### src/common/rstcause_pkg.sv
`default_nettype none
package rstcause_pkg;
    // ========================================================================
    // Bus widths
    localparam int ADDR_W = 12;
    localparam int DATA_W = 32;

    // ========================================================================
    // Register indices; byte address is four times the index
    localparam logic [7:0] IDX_FLAGS      = 8'h8E;
    localparam logic [7:0] IDX_IRQ_STATUS = 8'hF0;
    localparam logic [7:0] IDX_IRQ_MASK   = 8'hF1;
    localparam logic [ADDR_W-1:0] ADDR_FLAGS      = {2'h0, IDX_FLAGS, 2'h0};
    localparam logic [ADDR_W-1:0] ADDR_IRQ_STATUS = {2'h0, IDX_IRQ_STATUS, 2'h0};
    localparam logic [ADDR_W-1:0] ADDR_IRQ_MASK   = {2'h0, IDX_IRQ_MASK, 2'h0};

    // ========================================================================
    // Field layout of the reset-cause register
    localparam int FLAGS_W          = 2;
    localparam int BIT_BROWNOUT     = 0;
    localparam int BIT_POWERON      = 1;
    localparam logic [FLAGS_W-1:0] FLAGS_RST = 2'h0;

    // ========================================================================
    // Event layout shared by interrupt status and mask
    localparam int EVT_W            = 3;
    localparam int EVT_BROWNOUT     = 0;
    localparam int EVT_WATCHDOG     = 1;
    localparam int EVT_EXTPIN       = 2;
    localparam logic [EVT_W-1:0] IRQ_STATUS_RST = 3'h0;
    localparam logic [EVT_W-1:0] IRQ_MASK_RST   = 3'h0;

    // ========================================================================
    // Input synchroniser depth
    localparam int SYNC_STAGES = 3;

    // ========================================================================
    // Types
    typedef struct packed {
        logic              sel;
        logic              enable;
        logic              write;
        logic [ADDR_W-1:0] addr;
        logic [DATA_W-1:0] wdata;
    } apb_req_t;

    typedef enum logic [0:0] {
        APB_IDLE,
        APB_RESP
    } apb_state_t;
endpackage
`default_nettype wire

### src/logic/reset_cause_status_register.sv
`timescale 1ns/100ps
`default_nettype none
// Function
// RULE1: Flags held in static storage flip-flops
// RULE2: Flags tell power-on, brown-out, other resets apart
// RULE3: Reset-cause register at index 8Eh
// RULE4: Bits 7 to 2 read zero, writes ignored
// RULE5: Power-on clears bit 1 until software sets
// RULE6: Brown-out clears bit 0 until software sets
// RULE7: Watchdog and pin resets leave flags untouched
module reset_cause_status_register
    import rstcause_pkg::*;
(
    input  wire logic              CLK_SYS_IN,
    input  wire logic              SYS_RST_IN,
    input  wire logic              PSEL_IN,
    input  wire logic              PENABLE_IN,
    input  wire logic              PWRITE_IN,
    input  wire logic [ADDR_W-1:0] PADDR_IN,
    input  wire logic [DATA_W-1:0] PWDATA_IN,
    output var  logic [DATA_W-1:0] PRDATA_OUT,
    output var  logic              PREADY_OUT,
    output var  logic              PSLVERR_OUT,
    input  wire logic              BROWNOUT_DET_IN,
    input  wire logic              WATCHDOG_RESET_IN,
    input  wire logic              EXTERNAL_RESET_PIN_IN,
    output var  logic              IRQ_OUT
);

    // ========================================================================
    // Bus request bundle
    apb_req_t req;
    assign req = '{sel:    PSEL_IN,
                   enable: PENABLE_IN,
                   write:  PWRITE_IN,
                   addr:   PADDR_IN,
                   wdata:  PWDATA_IN};

    // ========================================================================
    // Event synchronisers
    // Detector pins are asynchronous; a change counts once stages two and three agree
    logic [EVT_W-1:0] pins;
    logic [EVT_W-1:0] s1_ff;
    logic [EVT_W-1:0] s2_ff;
    logic [EVT_W-1:0] s3_ff;
    logic [EVT_W-1:0] lvl_ff;
    logic [EVT_W-1:0] agree;
    logic [EVT_W-1:0] nxt_lvl;
    logic [EVT_W-1:0] evt;

    assign pins[EVT_BROWNOUT] = BROWNOUT_DET_IN;
    assign pins[EVT_WATCHDOG] = WATCHDOG_RESET_IN;
    assign pins[EVT_EXTPIN]   = EXTERNAL_RESET_PIN_IN;

    assign agree   = ~(s2_ff ^ s3_ff);
    assign nxt_lvl = (agree & s2_ff) | (~agree & lvl_ff);
    assign evt     = nxt_lvl & ~lvl_ff;

    always_ff @(posedge CLK_SYS_IN or posedge SYS_RST_IN) begin
        if (SYS_RST_IN) begin
            s1_ff  <= '0;
            s2_ff  <= '0;
            s3_ff  <= '0;
            lvl_ff <= '0;
        end else begin
            s1_ff  <= pins;
            s2_ff  <= s1_ff;
            s3_ff  <= s2_ff;
            lvl_ff <= nxt_lvl;
        end
    end

    logic bo_evt;
    logic wd_evt;
    logic pin_evt;
    assign bo_evt  = evt[EVT_BROWNOUT];
    assign wd_evt  = evt[EVT_WATCHDOG];
    assign pin_evt = evt[EVT_EXTPIN];

    // ========================================================================
    // APB slave sequencing
    // One wait state so that ready, read data and error all leave from flops
    apb_state_t        st_ff;
    apb_state_t        nxt_st;
    logic              access;
    logic              commit;
    logic              hit_flags;
    logic              hit_status;
    logic              hit_mask;
    logic              hit_any;

    assign access     = req.sel & req.enable;
    assign commit     = access & (st_ff == APB_RESP);
    assign hit_flags  = (req.addr == ADDR_FLAGS);
    assign hit_status = (req.addr == ADDR_IRQ_STATUS);
    assign hit_mask   = (req.addr == ADDR_IRQ_MASK);
    assign hit_any    = hit_flags | hit_status | hit_mask;
    assign nxt_st     = (access && st_ff == APB_IDLE) ? APB_RESP : APB_IDLE;

    logic wr_flags;
    logic wr_mask;
    logic rd_status;
    assign wr_flags  = commit & req.write & hit_flags; //RULE3
    assign wr_mask   = commit & req.write & hit_mask;
    assign rd_status = commit & ~req.write & hit_status;

    // ========================================================================
    // Reset-cause flags
    // Storage is plain flops so the value rides through watchdog and pin resets
    logic [FLAGS_W-1:0] flags_ff;
    logic [FLAGS_W-1:0] nxt_flags;
    logic [FLAGS_W-1:0] wr_val;

    assign wr_val = wr_flags ? req.wdata[FLAGS_W-1:0] : flags_ff; //RULE4
    // Detector clear beats a software set in the same cycle
    logic nxt_poweron;
    logic nxt_brownout;
    // Watchdog and pin events reach only the status register, never the flags
    assign nxt_poweron  = wr_val[BIT_POWERON]; //RULE7
    assign nxt_brownout = wr_val[BIT_BROWNOUT] & ~bo_evt; //RULE6
    assign nxt_flags    = {nxt_poweron, nxt_brownout};

    always_ff @(posedge CLK_SYS_IN or posedge SYS_RST_IN) begin
        if (SYS_RST_IN) begin
            flags_ff <= FLAGS_RST; //RULE5
        end else begin
            flags_ff <= nxt_flags; //RULE1
        end
    end

    // ========================================================================
    // Interrupt status and mask
    logic [EVT_W-1:0] status_ff;
    logic [EVT_W-1:0] mask_ff;
    logic [EVT_W-1:0] nxt_status;
    logic [EVT_W-1:0] nxt_mask;
    logic [EVT_W-1:0] rd_clr;
    logic             irq_ff;

    // Only bits already returned are cleared, so a late event is never lost
    assign rd_clr     = rd_status ? PRDATA_OUT[EVT_W-1:0] : '0;
    assign nxt_status = (status_ff & ~rd_clr) | evt;
    assign nxt_mask   = wr_mask ? req.wdata[EVT_W-1:0] : mask_ff;

    always_ff @(posedge CLK_SYS_IN or posedge SYS_RST_IN) begin
        if (SYS_RST_IN) begin
            status_ff <= IRQ_STATUS_RST;
            mask_ff   <= IRQ_MASK_RST;
            irq_ff    <= 1'b0;
        end else begin
            status_ff <= nxt_status; //RULE2
            mask_ff   <= nxt_mask;
            irq_ff    <= |(nxt_status & nxt_mask);
        end
    end

    // ========================================================================
    // Read path and response flops
    logic [DATA_W-1:0] rd_data;
    logic [DATA_W-1:0] prdata_ff;
    logic              pready_ff;
    logic              pslverr_ff;
    logic              capture;

    assign capture = access & (st_ff == APB_IDLE);
    assign rd_data = (hit_flags)  ? {{(DATA_W-FLAGS_W){1'b0}}, flags_ff} : //RULE4
                     (hit_status) ? {{(DATA_W-EVT_W){1'b0}}, status_ff} :
                     (hit_mask)   ? {{(DATA_W-EVT_W){1'b0}}, mask_ff} :
                     '0;

    always_ff @(posedge CLK_SYS_IN or posedge SYS_RST_IN) begin
        if (SYS_RST_IN) begin
            st_ff      <= APB_IDLE;
            prdata_ff  <= '0;
            pready_ff  <= 1'b0;
            pslverr_ff <= 1'b0;
        end else begin
            st_ff      <= nxt_st;
            pready_ff  <= capture;
            pslverr_ff <= capture & ~hit_any;
            prdata_ff  <= (capture && !req.write) ? rd_data : '0;
        end
    end

    assign PRDATA_OUT  = prdata_ff;
    assign PREADY_OUT  = pready_ff;
    assign PSLVERR_OUT = pslverr_ff;
    assign IRQ_OUT     = irq_ff;

    // ========================================================================
    // Checks
    logic seen_ff;
    always_ff @(posedge CLK_SYS_IN or posedge SYS_RST_IN) begin
        if (SYS_RST_IN) begin
            seen_ff <= 1'b0;
        end else begin
            seen_ff <= 1'b1;
        end
    end

    AST_FLAGS_HOLD: assert property ( //RULE1
        @(posedge CLK_SYS_IN) disable iff (SYS_RST_IN)
        (!wr_flags && !bo_evt) |=> $stable(flags_ff))
        else $error("Flags changed with no write and no brown-out");

    AST_FLAGS_READBACK: assert property ( //RULE2
        @(posedge CLK_SYS_IN) disable iff (SYS_RST_IN)
        (capture && !req.write && hit_flags) |=> (PRDATA_OUT[FLAGS_W-1:0] == $past(flags_ff))
        && PREADY_OUT)
        else $error("Flag read returned wrong value");

    AST_MAP_FLAGS: assert property ( //RULE3
        @(posedge CLK_SYS_IN) disable iff (SYS_RST_IN)
        (capture && hit_flags) |=> PREADY_OUT && !PSLVERR_OUT)
        else $error("Reset-cause register not answered at its address");

    AST_UPPER_ZERO: assert property ( //RULE4
        @(posedge CLK_SYS_IN) disable iff (SYS_RST_IN)
        (commit && hit_flags) |-> (PRDATA_OUT[DATA_W-1:FLAGS_W] == '0))
        else $error("Unimplemented flag bits read nonzero");

    AST_POWERON_CLEAR: assert property ( //RULE5
        @(posedge CLK_SYS_IN) disable iff (SYS_RST_IN)
        !seen_ff |-> (flags_ff[BIT_POWERON] == 1'b0))
        else $error("Power-on flag not zero after power-on");

    AST_POWERON_STAY: assert property ( //RULE5
        @(posedge CLK_SYS_IN) disable iff (SYS_RST_IN)
        (!flags_ff[BIT_POWERON] && !wr_flags) |=> !flags_ff[BIT_POWERON])
        else $error("Power-on flag set without software write");

    AST_BROWNOUT_CLEAR: assert property ( //RULE6
        @(posedge CLK_SYS_IN) disable iff (SYS_RST_IN)
        $rose(lvl_ff[EVT_BROWNOUT]) |-> !flags_ff[BIT_BROWNOUT] && status_ff[EVT_BROWNOUT])
        else $error("Brown-out did not clear flag and raise status");

    AST_OTHER_RESETS: assert property ( //RULE7
        @(posedge CLK_SYS_IN) disable iff (SYS_RST_IN)
        ((wd_evt || pin_evt) && !bo_evt && !wr_flags) |=> $stable(flags_ff)
        ##0 (status_ff[EVT_WATCHDOG] || status_ff[EVT_EXTPIN]))
        else $error("Watchdog or pin reset disturbed the flags");

    AST_PREADY_PULSE: assert property (
        @(posedge CLK_SYS_IN) disable iff (SYS_RST_IN)
        PREADY_OUT |=> !PREADY_OUT)
        else $error("Ready held longer than one cycle");

    AST_IRQ_LEVEL: assert property (
        @(posedge CLK_SYS_IN) disable iff (SYS_RST_IN)
        IRQ_OUT == |(status_ff & mask_ff))
        else $error("Interrupt output disagrees with status and mask");

    AST_FLAGS_WRITE: assert property ( //RULE5
        @(posedge CLK_SYS_IN) disable iff (SYS_RST_IN)
        (wr_flags && !bo_evt) |=> (flags_ff == $past(PWDATA_IN[FLAGS_W-1:0])))
        else $error("Flag write did not land");

    AST_BROWNOUT_WINS: assert property ( //RULE6
        @(posedge CLK_SYS_IN) disable iff (SYS_RST_IN)
        bo_evt |=> !flags_ff[BIT_BROWNOUT])
        else $error("Brown-out flag survived a brown-out event");

    AST_BROWNOUT_STAY: assert property ( //RULE6
        @(posedge CLK_SYS_IN) disable iff (SYS_RST_IN)
        (!flags_ff[BIT_BROWNOUT] && !wr_flags) |=> !flags_ff[BIT_BROWNOUT])
        else $error("Brown-out flag set without software write");

    AST_PSLVERR_UNMAPPED: assert property ( //RULE3
        @(posedge CLK_SYS_IN) disable iff (SYS_RST_IN)
        (capture && !hit_any) |=> (PREADY_OUT && PSLVERR_OUT && (PRDATA_OUT == '0)))
        else $error("Unmapped access not refused");

    AST_PSLVERR_MAPPED: assert property ( //RULE3
        @(posedge CLK_SYS_IN) disable iff (SYS_RST_IN)
        (capture && hit_any) |=> !PSLVERR_OUT)
        else $error("Mapped access refused");

    AST_IDLE_OUTPUTS: assert property (
        @(posedge CLK_SYS_IN) disable iff (SYS_RST_IN)
        !PREADY_OUT |-> ((PRDATA_OUT == '0) && !PSLVERR_OUT))
        else $error("Read data or error shown outside a ready cycle");

    AST_READY_ONE_WAIT: assert property (
        @(posedge CLK_SYS_IN) disable iff (SYS_RST_IN)
        capture |=> PREADY_OUT)
        else $error("Ready did not follow the first access cycle");

    AST_READY_ONLY_ON_ACCESS: assert property (
        @(posedge CLK_SYS_IN) disable iff (SYS_RST_IN)
        !capture |=> !PREADY_OUT)
        else $error("Ready raised without an access cycle");

    AST_STATUS_STICKY: assert property ( //RULE2
        @(posedge CLK_SYS_IN) disable iff (SYS_RST_IN)
        !rd_status |=> ((status_ff & $past(status_ff)) == $past(status_ff)))
        else $error("Status bit dropped without a status read");

    AST_STATUS_SET: assert property ( //RULE2
        @(posedge CLK_SYS_IN) disable iff (SYS_RST_IN)
        (|evt) |=> ((status_ff & $past(evt)) == $past(evt)))
        else $error("Event did not set its status bit");

    AST_STATUS_NO_WRITE: assert property ( //RULE2
        @(posedge CLK_SYS_IN) disable iff (SYS_RST_IN)
        (commit && req.write && hit_status && !(|evt)) |=> $stable(status_ff))
        else $error("Status register changed by a write");

    AST_MASK_WRITE: assert property (
        @(posedge CLK_SYS_IN) disable iff (SYS_RST_IN)
        wr_mask |=> (mask_ff == $past(PWDATA_IN[EVT_W-1:0])))
        else $error("Mask write did not land");

endmodule
`default_nettype wire

### config.mk
export PLATFORM = sky130hd
export DESIGN_NAME = reset_cause_status_register
export DESIGN_NICKNAME = d
export VERILOG_FILES = /design/src/common/rstcause_pkg.sv /design/src/logic/reset_cause_status_register.sv
export SDC_FILE = /design/constraint.sdc
export NUM_CORES = 1
export LEC_CHECK = 0
export BUFFER_PORTS_ARGS = -buffer_cell sky130_fd_sc_hd__buf_2
export CORE_MARGIN = 3
export CORE_UTILIZATION = 42
export CTS_BUF_LIST = sky130_fd_sc_hd__clkbuf_8
export DETAILED_ROUTE_END_ITERATION = 8
export PLACE_DENSITY_LB_ADDON = 0.3
export SKIP_CTS_REPAIR_TIMING = 1
export SLEW_MARGIN = 0
export SYNTH_ARGS = -nofsm -noshare
export SYNTH_HDL_FRONTEND = slang
export SYNTH_SLANG_ARGS = --single-unit
### constraint.sdc
create_clock -name CLK_SYS_IN -period 2.08 [get_ports CLK_SYS_IN]
set_clock_uncertainty 0.05 [all_clocks]
set_input_delay 0.208 -clock CLK_SYS_IN [delete_from_list [all_inputs] [get_ports CLK_SYS_IN]]
set_output_delay 0.208 -clock CLK_SYS_IN [all_outputs]
set_load 0.05 [all_outputs]
After elaboration in Yosys (flattened, before gate mapping)

Index checks and enable logic that the tools add are counted.

Register bits after elaboration: 27
Input port bits: 52
Output and inout bits: 35
Word-level logic and storage cells: 56

Eq/ne operators: 3
Multiplexer cells: 8
Bitwise operators: 28
Reductions and logical operators: 4

Operators by type and width:

| cell                                                                     | number |
|---|---|
| 12-bit by 10-bit equality test with 1-bit output (second input constant) | 3 |
| 3-bit 2-to-1 mux                                                         | 6 |
| 3-bit AND                                                                | 5 |
| 3-bit NOT                                                                | 4 |
| 1-bit AND                                                                | 10 |
| 3-bit OR                                                                 | 2 |
| 1-bit NOT                                                                | 4 |
| 3-bit OR reduction                                                       | 1 |
| 3-bit bitwise XOR                                                        | 1 |
| 1-bit logical AND                                                        | 2 |
| 1-bit 2-to-1 mux                                                         | 2 |
| 1-bit OR                                                                 | 2 |
| 1-bit zero test                                                          | 1 |

Logic depth before layout (Yosys ltp)

Word-level depth: 10
Gate-level depth with buffers: 5

Worst setup path after synthesis

Ideal clock, no wire load.

Path kind: in2reg
Start: in PADDR_IN[1]
End: reg irq_ff (netlist: IRQ_OUT)
Arrival time: 1.959 ns
Required time: 1.904 ns
Setup slack: -0.056 ns
Cell stages on the path: 5
Path buffers: 0
Cells stage by stage: or4b_4 > nor4_4 > and2_4 > mux2_4 > a221o_1

RTL lines:

| what                                             | line                               | RTL |
|---|---|---|
| from (decl)                                      | reset_cause_status_register.sv:19  | `input wire logic [ADDR_W-1:0] PADDR_IN,` |
| 12-bit by 10-bit equality test with 1-bit output | reset_cause_status_register.sv:96  | `assign hit_mask = (req.addr == ADDR_IRQ_MASK);` |
| 1-bit AND                                        | reset_cause_status_register.sv:104 | `assign wr_mask = commit & req.write & hit_mask;` |
| 3-bit 2-to-1 mux                                 | reset_cause_status_register.sv:143 | `assign nxt_mask = wr_mask ? req.wdata[EVT_W-1:0] : mask_ff;` |
| via nxt_mask[0]                                  | reset_cause_status_register.sv:136 | `logic [EVT_W-1:0] nxt_mask;` |
| 3-bit AND                                        | reset_cause_status_register.sv:153 | `irq_ff <= \|(nxt_status & nxt_mask);` |
| 3-bit OR reduction                               | reset_cause_status_register.sv:153 |  |
| to (signal assigned)                             | reset_cause_status_register.sv:153 |  |
| to (decl)                                        | reset_cause_status_register.sv:138 | `logic irq_ff;` |

The timed path passes the listed nets, and every way through them passes these cells.
A chain may end at the register's enable or synchronous reset.

Worst setup path in the final report

Start: in PADDR_IN[11]
End: reg irq_ff (netlist: IRQ_OUT)

Same word-level chain as after synthesis.

==> qor.yml <==
yosys:
  syn_area_um2: 1277
  synth_xor_area_share_pct: 0
  yosys.area_share.simple_pct: 17.53
  synth-edff-count: 0
  synth_top_family_by_area: "buffers and inverters"
  syn_inst: 109
  synth_top_flop_cell: "dfrtp_1"
  synth-compound-area-share_pct: 5.975
  async_flop_share_pct: 100.0
  synth_adder_area_share_pct: 0.7835
  muxShareOfSynthArea_pct: 6.562
  ys_seq_area_share_pct: 50.93
  yosysWarnings: 0
  synth_cell_types: 35
  ys_ff_latch: 26
  syn_avg_cell_area_um2: 11.72
setup_path:
  critical-path-top-delay-family: "simple AND/OR/NAND/NOR gates"
  path_cells: "buf_2 -> or4b_4 -> nor4_4 -> and2_4 -> mux2_4 -> a221o_1"
  cpPeakStageDelay_ps: 560
  path_buf_inv: 1
  path_class: "primary input to register"
  crit_arrival_ps: 2020
  start_kind: "primary input"
  cp.required_ps: 2180
  end_kind: "register"
  slowest_stage: "or4b_4"
  cp_max_fo: 2
detailed_routing:
  first_iter_violations: 29
  drc: 0
  wirelength_mm: 2.074
  vias: 815
  routedWlPerCell_um: 11.72
  ant_nets: 0
  viasPerCell: 4.605
  first_pass_iters: 3
floorplanning:
  die_w_um: 61.15
  core_area_um2: 2829
  num_io_pins: 87
  fp.dieH_um: 61.15
  initial_utilization_pct: 45.16
  design.die.area_um2: 3739
  num_rows: 19
sta:
  fmax_mhz: 520.1
  hold_viol_final: 0
  finalSetupTns_ps: 0
  finalCritPeriodShare_pct: 92.43
  finalCriticalPeriod_ps: 1923
  rsz0062_at_grt: "false"
  setup_viol_count_final: 0
  drv_slew: 0
place:
  io_buffers: 28
  placed_area_um2: 1359
  hpwl_mm: 1.650
  place_congestion: 0.7907
clock_tree:
  worst_setup_hold_path_clk_slew_ps: 80
  cts_max_level: 1
  cts_buffer_depth: 2
  root_buffer: "clkbuf_8"
  clock-sinks: 26
  numCtsBuffers: 3
  clk_latency_ps: 260
  cts_tree: "done"
cells_and_area:
  layout_common_cells: "conb_1 (29), buf_2 (28), dfrtp_1 (26)"
  drive_gt1_share_pct: 30.82
  post-route-util_pct: 51.39
  fin_nets: 199
  antennaDiodeCount: 0
  stdcell_area_um2: 1454
  final_common_cell: "conb_1"
  areaGrowthSynthToFinish_pct: 13.81
run:
  cap_viol_max_count: 0
grt:
  antenna_found_initial: 0
  gr-total-overflow: 0
  grt_pass1_vias: 719
  grt_start_max_net_pins: 27
  grt.total_usage_pct: 11.60
  grt_pass1_wl_mm: 3.111
pwr:
  power.leakage_nw: 0.7443
  powerDensity_nw_per_um2: 711.5
  vdd_ir_drop_max_uv: 492.4
run_status:
  status: "completed"
worst_hold_path:
  worstHoldPathType: "primary input to register"
## layout make-up
cell class / instances / area, um^2
multi-input cells: 79 / 503.0
clock buffers: 4 / 55.05
inverters: 3 / 11.26
well taps: 31 / 38.79
fillers: 252 / 1375
repair buffers: 34 / 195.2
flip-flops and latches: 26 / 650.6
## cell families (layout without fill, tap and decap cells)
logic type,after synthesis,after routing
compound gates,10,10
fa+ha+maj,1,1
buf+inv,32,41
flops,26,26
mux,7,7
other cells,1,29
simple gates,32,32
## per-stage QoR
stage | setup WS [ps] | total power (W) | hold slack [ps] | std cells
detailed placement | -110.6 | 0.0007270 | 221.0 | 169
global route | 144.8 | 0.001090 | 122.6 | 177
CTS | 165.7 | 0.001045 | -76.89 | 173
finish | 157.4 | 0.001034 | 122.6 | 177
floorplan | -43.20 | 0.0007316 | 189.4 | 137
global placement | -113.9 | 0.0007232 | 215.9 | 169
## worst paths after layout
check / startpoint / endpoint / slack [ps] / cells past startpoint
setup / recovery: PADDR_IN[11] / IRQ_OUT$_DFF_PP0_ / 160 / 6
hold / removal: PWDATA_IN[1] / flags_ff[1]$_DFFE_PP0N_ / 120 / 2
setup reg to reg: PREADY_OUT$_DFF_PP0_ / IRQ_OUT$_DFF_PP0_ / 350 / 5
hold reg to reg: s1_ff[1]$_DFF_PP0_ / s2_ff[1]$_DFF_PP0_ / 300 / 0
max in group asynchronous: SYS_RST_IN / mask_ff[1]$_DFF_PP0_ / 1270 / 4
min in group asynchronous: SYS_RST_IN / status_ff[2]$_DFF_PP0_ / 470 / 4
## Yosys cell counts, drive strengths merged, types with 3 or more instances
cell type,number,share of area (%)
nand2,5,1.5
mux2,5,5.0
dfrtp,26,51
buf,29,17
or2,3,1.5
nor2,4,1.2
inv,3,0.88
and3,3,1.9
nor3,5,2.4
## sequential cells by signal, summed over array words and instances, names as in the netlist, 2 cells and up
name        flops
lvl_ff          3
s3_ff           3
PRDATA_OUT      3
s2_ff           3
flags_ff        2
status_ff       3
mask_ff         3
s1_ff           3
## layer usage
layer,track usage (%),vias to the layer above,routed length [um]
met2,19.64,43,999
li1,-,393,-
met1,13.83,377,838
met5,0,-,0
met3,4.612,2,225
met4,2.786,0,10
## where the power goes
part           switching, W  internal, W  total [W]
clock              0.000143     0.000169   0.000312
sequential       0.00000849     0.000522   0.000531
combinational      0.000157    0.0000348   0.000191
total              0.000308     0.000726    0.00103
(Power assumes the default switching activity.)
